<file path="src/rtl/hmcg_params.svh">
// Purpose: Constants for the pause-state clock gating block.
// Assumes: ref_clk at 250 MHz; source rates are modelled as enable pulses.
// Notes: Selection codes are local encodings of the timer clock selects.
`ifndef HMCG_PARAMS_SVH
`define HMCG_PARAMS_SVH

// Reference clock period and source oscillator periods, in ns.
`define HMCG_REF_PERIOD_NS  4
`define HMCG_HS_PERIOD_NS   100
`define HMCG_INT_PERIOD_NS  4000
`define HMCG_SUB_PERIOD_NS  30518

// Longest-time counts, rounded down, never below one cycle.
`define HMCG_HS_DIV   (`HMCG_HS_PERIOD_NS / `HMCG_REF_PERIOD_NS)
`define HMCG_INT_DIV  (`HMCG_INT_PERIOD_NS / `HMCG_REF_PERIOD_NS)
`define HMCG_SUB_DIV  (`HMCG_SUB_PERIOD_NS / `HMCG_REF_PERIOD_NS)

// Internal oscillator prescaler exponent for the second interval timer.
`define HMCG_INT_PRESC_EXP  7

// Count clock selection codes.
`define HMCG_TMH1_SEL_INT_DIV  3'h5
`define HMCG_CNT51_SEL_EXT     3'h0
`define HMCG_TMH0_SEL_CNT50    3'h6

// Reset values of registered enables.
`define HMCG_EN_RESET  1'b0

`endif

</file>
<file path="src/rtl/hmcg_pkg.sv">
// Purpose: Types for the pause-state clock gating block.
// Assumes: Nothing beyond the parameter header.
// Notes: Used by scope, never imported.
package hmcg_pkg;

	typedef enum logic {
		st_run,
		st_halt
	} hmcg_state_t;

	typedef enum logic [1:0] {
		src_high_speed,
		src_internal,
		src_subsystem
	} hmcg_src_t;

endpackage

</file>
<file path="src/rtl/hmcg_halt_ctrl.sv">
// Purpose: Pause-state controller gating the CPU clock enable.
// Assumes: halt_exec is a one-cycle pulse from instruction decode.
// Notes: Peripheral enables never depend on the pause state.
`include "hmcg_params.svh"
`timescale 1ns/1ps
`default_nettype none

// Contract
// - Pause entered only by pause instruction.
// - Entry allowed from any CPU clock source.
// - Timer H1 guaranteed only on internal/128.
// - Counter 51 guaranteed only on external input.
// - Timer H0 guaranteed only counting counter 50.
module hmcg_halt_ctrl #(
	parameter int unsigned INT_DIV = `HMCG_INT_DIV,
	parameter int unsigned SUB_DIV = `HMCG_SUB_DIV
) (
	// Clock and reset.
	input  wire logic       ref_clk,
	input  wire logic       rst_n,
	// CPU side.
	input  wire logic       halt_exec,
	input  wire logic       wake_req,
	input  wire logic [1:0] cpu_clk_sel,
	// Oscillator run levels.
	input  wire logic       hs_osc_run,
	input  wire logic       int_osc_run,
	input  wire logic       sub_osc_run,
	// Timer count clock selections and sources.
	input  wire logic [2:0] tmh1_clk_sel,
	input  wire logic [2:0] cnt51_clk_sel,
	input  wire logic [2:0] tmh0_clk_sel,
	input  wire logic       counter51_external_count_input,
	input  wire logic       counter50_output,
	input  wire logic       counter50_running,
	// Clock enables.
	output logic            cpu_clk_en,
	output logic            tmh1_clk_en,
	output logic            cnt51_clk_en,
	output logic            tmh0_clk_en,
	// Status.
	output logic            halt_active,
	output logic            tmh1_op_ok,
	output logic            cnt51_op_ok,
	output logic            tmh0_op_ok
);

	hmcg_pkg::hmcg_state_t state_reg;
	hmcg_pkg::hmcg_state_t state_next;
	logic                  cpu_en_reg;
	logic                  cpu_en_next;
	logic                  tmh1_en_reg;
	logic                  tmh1_en_next;
	logic                  cnt51_en_reg;
	logic                  cnt51_en_next;
	logic                  tmh0_en_reg;
	logic                  tmh0_en_next;
	logic                  ext51_reg;
	logic                  ext51_next;
	logic                  c50_reg;
	logic                  c50_next;
	logic                  hs_tick;
	logic                  int_tick;
	logic                  int_div_tick;
	logic                  sub_tick;
	logic                  src_tick;
	logic                  hs_stopped;
	logic                  sel_tmh1_ok;
	logic                  sel_cnt51_ok;
	logic                  sel_tmh0_ok;

	hmcg_clk_div #(
		.HS_DIV  (`HMCG_HS_DIV),
		.INT_DIV (INT_DIV),
		.SUB_DIV (SUB_DIV)
	) u_div (
		.ref_clk      (ref_clk),
		.rst_n        (rst_n),
		.hs_run       (hs_osc_run),
		.int_run      (int_osc_run),
		.sub_run      (sub_osc_run),
		.hs_tick      (hs_tick),
		.int_tick     (int_tick),
		.int_div_tick (int_div_tick),
		.sub_tick     (sub_tick)
	);

	// Pause state sequencing.
	always_comb begin
		state_next = state_reg;
		case (state_reg)
			hmcg_pkg::st_run: begin
				if (halt_exec) begin
					state_next = hmcg_pkg::st_halt;
				end
			end
			hmcg_pkg::st_halt: begin
				if (wake_req) begin
					state_next = hmcg_pkg::st_run;
				end
			end
			default: begin
				state_next = hmcg_pkg::st_run;
			end
		endcase
	end

	always_ff @(posedge ref_clk) begin
		if (!rst_n) begin
			state_reg <= hmcg_pkg::st_run;
		end else begin
			state_reg <= state_next;
		end
	end

	// Clock source and guarantee decoding.
	always_comb begin
		if (cpu_clk_sel == 2'(hmcg_pkg::src_internal)) begin
			src_tick = int_tick;
		end else if (cpu_clk_sel == 2'(hmcg_pkg::src_subsystem)) begin
			src_tick = sub_tick;
		end else begin
			src_tick = hs_tick;
		end
		hs_stopped   = !hs_osc_run;
		sel_tmh1_ok  = (tmh1_clk_sel == `HMCG_TMH1_SEL_INT_DIV);
		sel_cnt51_ok = (cnt51_clk_sel == `HMCG_CNT51_SEL_EXT);
		sel_tmh0_ok  = (tmh0_clk_sel == `HMCG_TMH0_SEL_CNT50) && counter50_running;
	end

	// Clock enable generation.
	always_comb begin
		ext51_next    = counter51_external_count_input;
		c50_next      = counter50_output;
		cpu_en_next   = src_tick && (state_next == hmcg_pkg::st_run);
		tmh1_en_next  = sel_tmh1_ok ? int_div_tick : hs_tick;
		cnt51_en_next = sel_cnt51_ok ? (counter51_external_count_input && !ext51_reg) : hs_tick;
		tmh0_en_next  = sel_tmh0_ok ? (counter50_output && !c50_reg) : hs_tick;
	end

	always_ff @(posedge ref_clk) begin
		if (!rst_n) begin
			cpu_en_reg   <= `HMCG_EN_RESET;
			tmh1_en_reg  <= `HMCG_EN_RESET;
			cnt51_en_reg <= `HMCG_EN_RESET;
			tmh0_en_reg  <= `HMCG_EN_RESET;
			ext51_reg    <= 1'b0;
			c50_reg      <= 1'b0;
		end else begin
			cpu_en_reg   <= cpu_en_next;
			tmh1_en_reg  <= tmh1_en_next;
			cnt51_en_reg <= cnt51_en_next;
			tmh0_en_reg  <= tmh0_en_next;
			ext51_reg    <= ext51_next;
			c50_reg      <= c50_next;
		end
	end

	assign cpu_clk_en   = cpu_en_reg;
	assign tmh1_clk_en  = tmh1_en_reg;
	assign cnt51_clk_en = cnt51_en_reg;
	assign tmh0_clk_en  = tmh0_en_reg;
	assign halt_active  = (state_reg == hmcg_pkg::st_halt);
	assign tmh1_op_ok   = !(halt_active && hs_stopped) || sel_tmh1_ok;
	assign cnt51_op_ok  = !(halt_active && hs_stopped) || sel_cnt51_ok;
	assign tmh0_op_ok   = !(halt_active && hs_stopped) || sel_tmh0_ok;
endmodule // hmcg_halt_ctrl

`default_nettype wire

</file>
<file path="src/rtl/hmcg_clk_div.sv">
// Purpose: Enable-pulse dividers standing in for the three oscillators.
// Assumes: Each divisor is at least one.
// Notes: A stopped oscillator yields no pulses.
`include "hmcg_params.svh"
`timescale 1ns/1ps
`default_nettype none

module hmcg_clk_div #(
	parameter int unsigned HS_DIV  = `HMCG_HS_DIV,
	parameter int unsigned INT_DIV = `HMCG_INT_DIV,
	parameter int unsigned SUB_DIV = `HMCG_SUB_DIV
) (
	// Clock and reset.
	input  wire logic ref_clk,
	input  wire logic rst_n,
	// Oscillator run levels.
	input  wire logic hs_run,
	input  wire logic int_run,
	input  wire logic sub_run,
	// Source enable pulses.
	output logic      hs_tick,
	output logic      int_tick,
	output logic      int_div_tick,
	output logic      sub_tick
);

	logic [15:0] hs_cnt_reg;
	logic [15:0] hs_cnt_next;
	logic [15:0] int_cnt_reg;
	logic [15:0] int_cnt_next;
	logic [15:0] sub_cnt_reg;
	logic [15:0] sub_cnt_next;
	logic [`HMCG_INT_PRESC_EXP-1:0] presc_reg;
	logic [`HMCG_INT_PRESC_EXP-1:0] presc_next;

	// Advances a divider counter and wraps at the divisor.
	function automatic logic [15:0] div_step(input logic [15:0] cnt, input int unsigned div, input logic run);
		logic [15:0] last;
		last = 16'(div - 1);
		if (!run) begin
			div_step = cnt;
		end else if (cnt >= last) begin
			div_step = 16'h0000;
		end else begin
			div_step = cnt + 16'h0001;
		end
	endfunction

	always_comb begin
		hs_cnt_next  = div_step(hs_cnt_reg, HS_DIV, hs_run);
		int_cnt_next = div_step(int_cnt_reg, INT_DIV, int_run);
		sub_cnt_next = div_step(sub_cnt_reg, SUB_DIV, sub_run);
		presc_next   = int_tick ? presc_reg + 1'b1 : presc_reg;
		hs_tick      = hs_run && (hs_cnt_reg == 16'(HS_DIV - 1));
		int_tick     = int_run && (int_cnt_reg == 16'(INT_DIV - 1));
		sub_tick     = sub_run && (sub_cnt_reg == 16'(SUB_DIV - 1));
		int_div_tick = int_tick && (&presc_reg);
	end

	always_ff @(posedge ref_clk) begin
		if (!rst_n) begin
			hs_cnt_reg  <= 16'h0000;
			int_cnt_reg <= 16'h0000;
			sub_cnt_reg <= 16'h0000;
			presc_reg   <= '0;
		end else begin
			hs_cnt_reg  <= hs_cnt_next;
			int_cnt_reg <= int_cnt_next;
			sub_cnt_reg <= sub_cnt_next;
			presc_reg   <= presc_next;
		end
	end

endmodule // hmcg_clk_div

`default_nettype wire

</file>
<file path="config.mk">
export PLATFORM = sky130hd
export DESIGN_NAME = hmcg_halt_ctrl
export DESIGN_NICKNAME = d
export VERILOG_FILES = /design/src/rtl/hmcg_pkg.sv /design/src/rtl/hmcg_halt_ctrl.sv /design/src/rtl/hmcg_clk_div.sv
export VERILOG_INCLUDE_DIRS = /design/src /design/src/rtl
export SDC_FILE = /design/constraint.sdc
export NUM_CORES = 1
export LEC_CHECK = 0
export BUFFER_PORTS_ARGS = -buffer_cell sky130_fd_sc_hd__buf_2
export CELL_PAD_IN_SITES_DETAIL_PLACEMENT = 0
export CELL_PAD_IN_SITES_GLOBAL_PLACEMENT = 1
export CORE_ASPECT_RATIO = 0.75
export CORE_MARGIN = 5
export CORE_UTILIZATION = 25
export DETAILED_ROUTE_END_ITERATION = 10
export GPL_ROUTABILITY_DRIVEN = 0
export PLACE_DENSITY = 0.54
export SLEW_MARGIN = 20
export SYNTH_ARGS = -nofsm -noshare
export SYNTH_HDL_FRONTEND = slang
export SYNTH_SLANG_ARGS = --single-unit
</file>
<file path="constraint.sdc">
create_clock -name ref_clk -period 2.8 [get_ports ref_clk]
set_input_delay 0.42 -clock ref_clk [delete_from_list [all_inputs] [get_ports ref_clk]]
set_output_delay 0.42 -clock ref_clk [all_outputs]
set_load 0.05 [all_outputs]
</file>
==> flow_summary.html <==
<table>
<tr><th>Metric</th><th>Value</th></tr>
<tr><th colspan="2">Worst hold path</th></tr>
<tr><td>Type of the tightest min-delay check</td><td>input pin to flop</td></tr>
<tr><th colspan="2">Power</th></tr>
<tr><td>Sw power</td><td>approximately 0.00043 W</td></tr>
<tr><td>Pwr per Cell Area</td><td>between 500 and 600 nW/um^2</td></tr>
<tr><td>Largest voltage drop on the vdd net</td><td>roughly 0.00032 V</td></tr>
<tr><td>Internal power of the cells</td><td>0.00162 W</td></tr>
<tr><td>Sw Ratio</td><td>0.211</td></tr>
<tr><td>Static leakage</td><td>1.33 nW</td></tr>
<tr><td>Sequential Power Share</td><td>0.441</td></tr>
<tr><td>Clock power share</td><td>0.512</td></tr>
<tr><td>Share of total power in combinational logic</td><td>0.047</td></tr>
<tr><td>Post-layout power</td><td>0.00206 W</td></tr>
<tr><th colspan="2">Cells and area</th></tr>
<tr><td>Fill cell count</td><td>1257</td></tr>
<tr><td>Leading cell types in the layout, fill and taps excluded</td><td>dfxtp_1, nor2_1, nand2_1</td></tr>
<tr><td>Final net count</td><td>389</td></tr>
<tr><td>Area delta synth-&gt;final</td><td>19.3%</td></tr>
<tr><td>Number of non-filler instances in the completed layout</td><td>around 530</td></tr>
<tr><td>Post-route cell area</td><td>3530 um^2</td></tr>
<tr><td>Antenna diode count</td><td>0</td></tr>
<tr><td>Share of layout cells above drive strength 1</td><td>0.172</td></tr>
<tr><td>Commonest non-fill, non-tap cell in the layout</td><td>dfxtp_1</td></tr>
<tr><th colspan="2">Global routing</th></tr>
<tr><td>Sum of overflow across all layers after global routing</td><td>0</td></tr>
<tr><td>Global-route usage over all layers</td><td>0.0957</td></tr>
<tr><td>Met1 demand-to-capacity share in global routing</td><td>0.134</td></tr>
<tr><td>Met2 GRT Util</td><td>0.128</td></tr>
<tr><td>Met3 Track Usage GR</td><td>0.0387</td></tr>
<tr><td>Layer with the highest usage after global routing</td><td>met1</td></tr>
<tr><td>Vias in the first global route</td><td>2153</td></tr>
<tr><td>Wire length of the first global-routing pass</td><td>approximately 11000 um</td></tr>
<tr><td>Largest net degree at the start of global routing</td><td>23</td></tr>
<tr><td>Initial antenna violation count</td><td>0</td></tr>
<tr><th colspan="2">Yosys</th></tr>
<tr><td>Yosys Warn Count</td><td>0</td></tr>
<tr><td>Largest family of logic cells by synthesized area</td><td>simple AND/OR/NAND/NOR gates</td></tr>
<tr><td>Post-synthesis net count</td><td>approximately 360</td></tr>
<tr><td>Mean instance size in the synthesized netlist</td><td>8.91 um^2</td></tr>
<tr><td>Post-synthesis mux area share</td><td>0.00677</td></tr>
<tr><td>Share of the synthesized area in compound gates (AO/OA/AOI/OAI)</td><td>0.0799</td></tr>
<tr><td>Cell Area, Synth</td><td>2960 um^2</td></tr>
<tr><td>#FFs+latches synth</td><td>62</td></tr>
<tr><td>Count of mapped cells out of synthesis</td><td>about 330</td></tr>
<tr><td>Sequential area share after synthesis</td><td>0.419</td></tr>
<tr><td>Primary flip-flop cell chosen by synthesis mapping</td><td>dfxtp_1</td></tr>
<tr><td>Arithmetic-cell share of the synthesized area counting full adders, half adders and majority gates</td><td>0.0254</td></tr>
<tr><td>Number of synthesized flops with an enable pin</td><td>0</td></tr>
<tr><td>Count of different cell masters after synthesis</td><td>45</td></tr>
<tr><td>FFs w/ async S/R, synth</td><td>0</td></tr>
<tr><td>Simple-gate portion of the synthesized area</td><td>0.324</td></tr>
<tr><td>Share of the synthesized netlist area taken by xor and xnor gates</td><td>0.110</td></tr>
<tr><th colspan="2">Placed design</th></tr>
<tr><td>HPWL reported at the end of detailed placement</td><td>between 4000 and 5000 um</td></tr>
<tr><td>Post-Place Cell Area</td><td>3240 um^2</td></tr>
<tr><td>Total instance count after detailed placement</td><td>513</td></tr>
<tr><td>IO buf count</td><td>28</td></tr>
<tr><th colspan="2">CTS</th></tr>
<tr><td># resized after CTS</td><td>0</td></tr>
<tr><td>Worst-path clk slew</td><td>approximately 0.05 ns</td></tr>
<tr><td>Worst skew pair latency</td><td>0.32 ns</td></tr>
<tr><td>Clock tree from TritonCTS</td><td>done</td></tr>
<tr><td>Root Buffer Master</td><td>clkbuf_16</td></tr>
<tr><td>Number of levels the H-tree was split into</td><td>3</td></tr>
<tr><td>Number of buffers between clock root and the deepest sink</td><td>2</td></tr>
<tr><td>CTS Buf Count</td><td>9</td></tr>
<tr><td>Clock sink count</td><td>62</td></tr>
<tr><td>Hold buffer count at CTS</td><td>0</td></tr>
<tr><td>Post-CTS Setup Repair Bufs</td><td>0</td></tr>
<tr><th colspan="2">Route</th></tr>
<tr><td>Total Wirelength</td><td>6180 um</td></tr>
<tr><td>Avg WL per Cell</td><td>11.7 um</td></tr>
<tr><td>DRC Markers</td><td>0</td></tr>
<tr><td>Routed via count</td><td>2254</td></tr>
<tr><td>Drt first pass iters</td><td>4</td></tr>
<tr><td>Count of routing violations after the opening detailed-route iteration</td><td>a little over 80</td></tr>
<tr><td>Antenna Nets Post-Route</td><td>0</td></tr>
<tr><td>DR vias/cell</td><td>4.27</td></tr>
<tr><th colspan="2">Floorplan</th></tr>
<tr><td>Floorplan die width</td><td>136 um</td></tr>
<tr><td>DIE AREA</td><td>14100 um^2</td></tr>
<tr><td>Initial Util</td><td>0.256</td></tr>
<tr><td>Area of the core</td><td>11600 um^2</td></tr>
<tr><td>Ports placed on the boundary</td><td>29</td></tr>
<tr><td>Standard-cell rows</td><td>34</td></tr>
<tr><td>Chip height</td><td>104 um</td></tr>
<tr><th colspan="2">Critical path</th></tr>
<tr><td>Worst-path maximum fanout</td><td>9</td></tr>
<tr><td>Req. time, crit path</td><td>3.02 ns</td></tr>
<tr><td>Element type at the critical path start</td><td>flop</td></tr>
<tr><td>Worst EP arrival</td><td>1.99 ns</td></tr>
<tr><td>Worst Path Class, Setup</td><td>flop to flop</td></tr>
<tr><td>Crit path capture type</td><td>flop</td></tr>
<tr><th colspan="2">STA</th></tr>
<tr><td>Final Hold Vio Count</td><td>0</td></tr>
<tr><td>Skew final</td><td>0.00347 ns</td></tr>
<tr><td>Setup_tns</td><td>0 ns</td></tr>
<tr><td>Shortest clock period the worst path allows after layout</td><td>1.77 ns</td></tr>
<tr><td>Setup repair after global routing missed its margin</td><td>false</td></tr>
<tr><td>Worst slew slack as a fraction of its limit</td><td>0.670</td></tr>
<tr><td>Slew at the pin with the worst max-slew slack</td><td>0.491 ns</td></tr>
<tr><td>Max Fclk</td><td>0.564 GHz</td></tr>
<tr><td>Max Transition Viols Final</td><td>0</td></tr>
<tr><td>Final number of setup-violating endpoints</td><td>0</td></tr>
<tr><td>Share of the cycle needed by the critical path after routing</td><td>0.633</td></tr>
<tr><th colspan="2">Run status</th></tr>
<tr><td>Outcome</td><td>completed</td></tr>
<tr><th colspan="2">Flow run</th></tr>
<tr><td>MaxCap Viol Count</td><td>0</td></tr>
</table>
[per-stage QoR]
stage,hold slack [ns],setup WS [ns],util
4_1_cts,0.300,1.02,0.305
2_1_floorplan,0.439,1.18,-
5_1_grt,0.309,0.852,0.305
3_5_place_dp,0.474,1.02,0.280
6_report,0.313,1.03,0.305
3_3_place_gp,0.464,1.00,0.280
[synth_stat cells (all sizes together) (4+ instances only)]
| library cell | n | area (um^2) |
|---|---|---|
| a21boi | 6 | 48.8 |
| a21oi | 8 | 40.0 |
| and2 | 8 | 50.1 |
| and3 | 9 | 56.3 |
| buf | 6 | 51.3 |
| clkbuf | 4 | 15.0 |
| dfxtp | 62 | 1240 |
| ha | 6 | 75.1 |
| inv | 10 | 37.5 |
| nand2 | 32 | 123 |
| nand3 | 15 | 75.1 |
| nand4 | 12 | 81.3 |
| nor2 | 55 | 282 |
| nor2b | 7 | 43.8 |
| nor3 | 11 | 60.1 |
| nor4 | 9 | 77.6 |
| o21ai | 6 | 30.0 |
| xnor2 | 11 | 96.3 |
| xor2 | 26 | 228 |
[worst max-delay path, cell delays in order (launching register included)]
cell and delay (ns):
dfxtp_1 0.37, ha_1 0.21, and3_1 0.25, nand2_1 0.22
nor4_1 0.36, xor2_1 0.10, and2_1 0.16
[layout make-up]
cell class / count / area, um^2 / area share
Multi-Input combinational cell: 250 / 1610 / 0.457
Timing Repair Buffer: 29 / 148 / 0.0418
Clock buffer: 15 / 288 / 0.0815
Sequential cell: 62 / 1240 / 0.352
Inverter: 10 / 37.5 / 0.0106
Tap cell: 162 / 203 / 0.0574
[path summary, 6_finish.rpt]
path / startpoint / end / slack (ns) / depth (start not counted)
setup / recovery: u_div.int_cnt_reg[0] / u_div.presc_reg[4] / 1.03 / 6
hold / removal: counter51_external_count_input / ext51_reg / 0.31 / 2
setup reg to reg: u_div.int_cnt_reg[0] / u_div.presc_reg[4] / 1.03 / 6
hold reg to reg: u_div.hs_cnt_reg[15] / u_div.hs_cnt_reg[15] / 0.48 / 2
[cell families after synthesis]
| group | Yosys count |
|---|---|
| muxes | 2 |
| buffers and inverters | 20 |
| AOI/OAI and AO/OA | 34 |
| adders and majority gates | 6 |
| DFF | 62 |
| and+or+nand+nor | 171 |
| xor gates and xnor gates | 37 |
[power groups by stage]
stage               clock network, W   logic, W  registers, W
floorplan                          0  0.0000678      0.000927
global placement                   0  0.0000977      0.000925
detailed placement                 0  0.0000975      0.000925
CTS                          0.00110  0.0000981      0.000907
global route                 0.00114   0.000109      0.000908
finish                       0.00105  0.0000958      0.000907
[per-layer routing]
layer,vias to the layer above,wire length [um]
met3,8,355
met4,0,111
met1,1012,3320
li1,1197,-
met5,-,0
met2,37,2390
(Power assumes the default switching activity.)
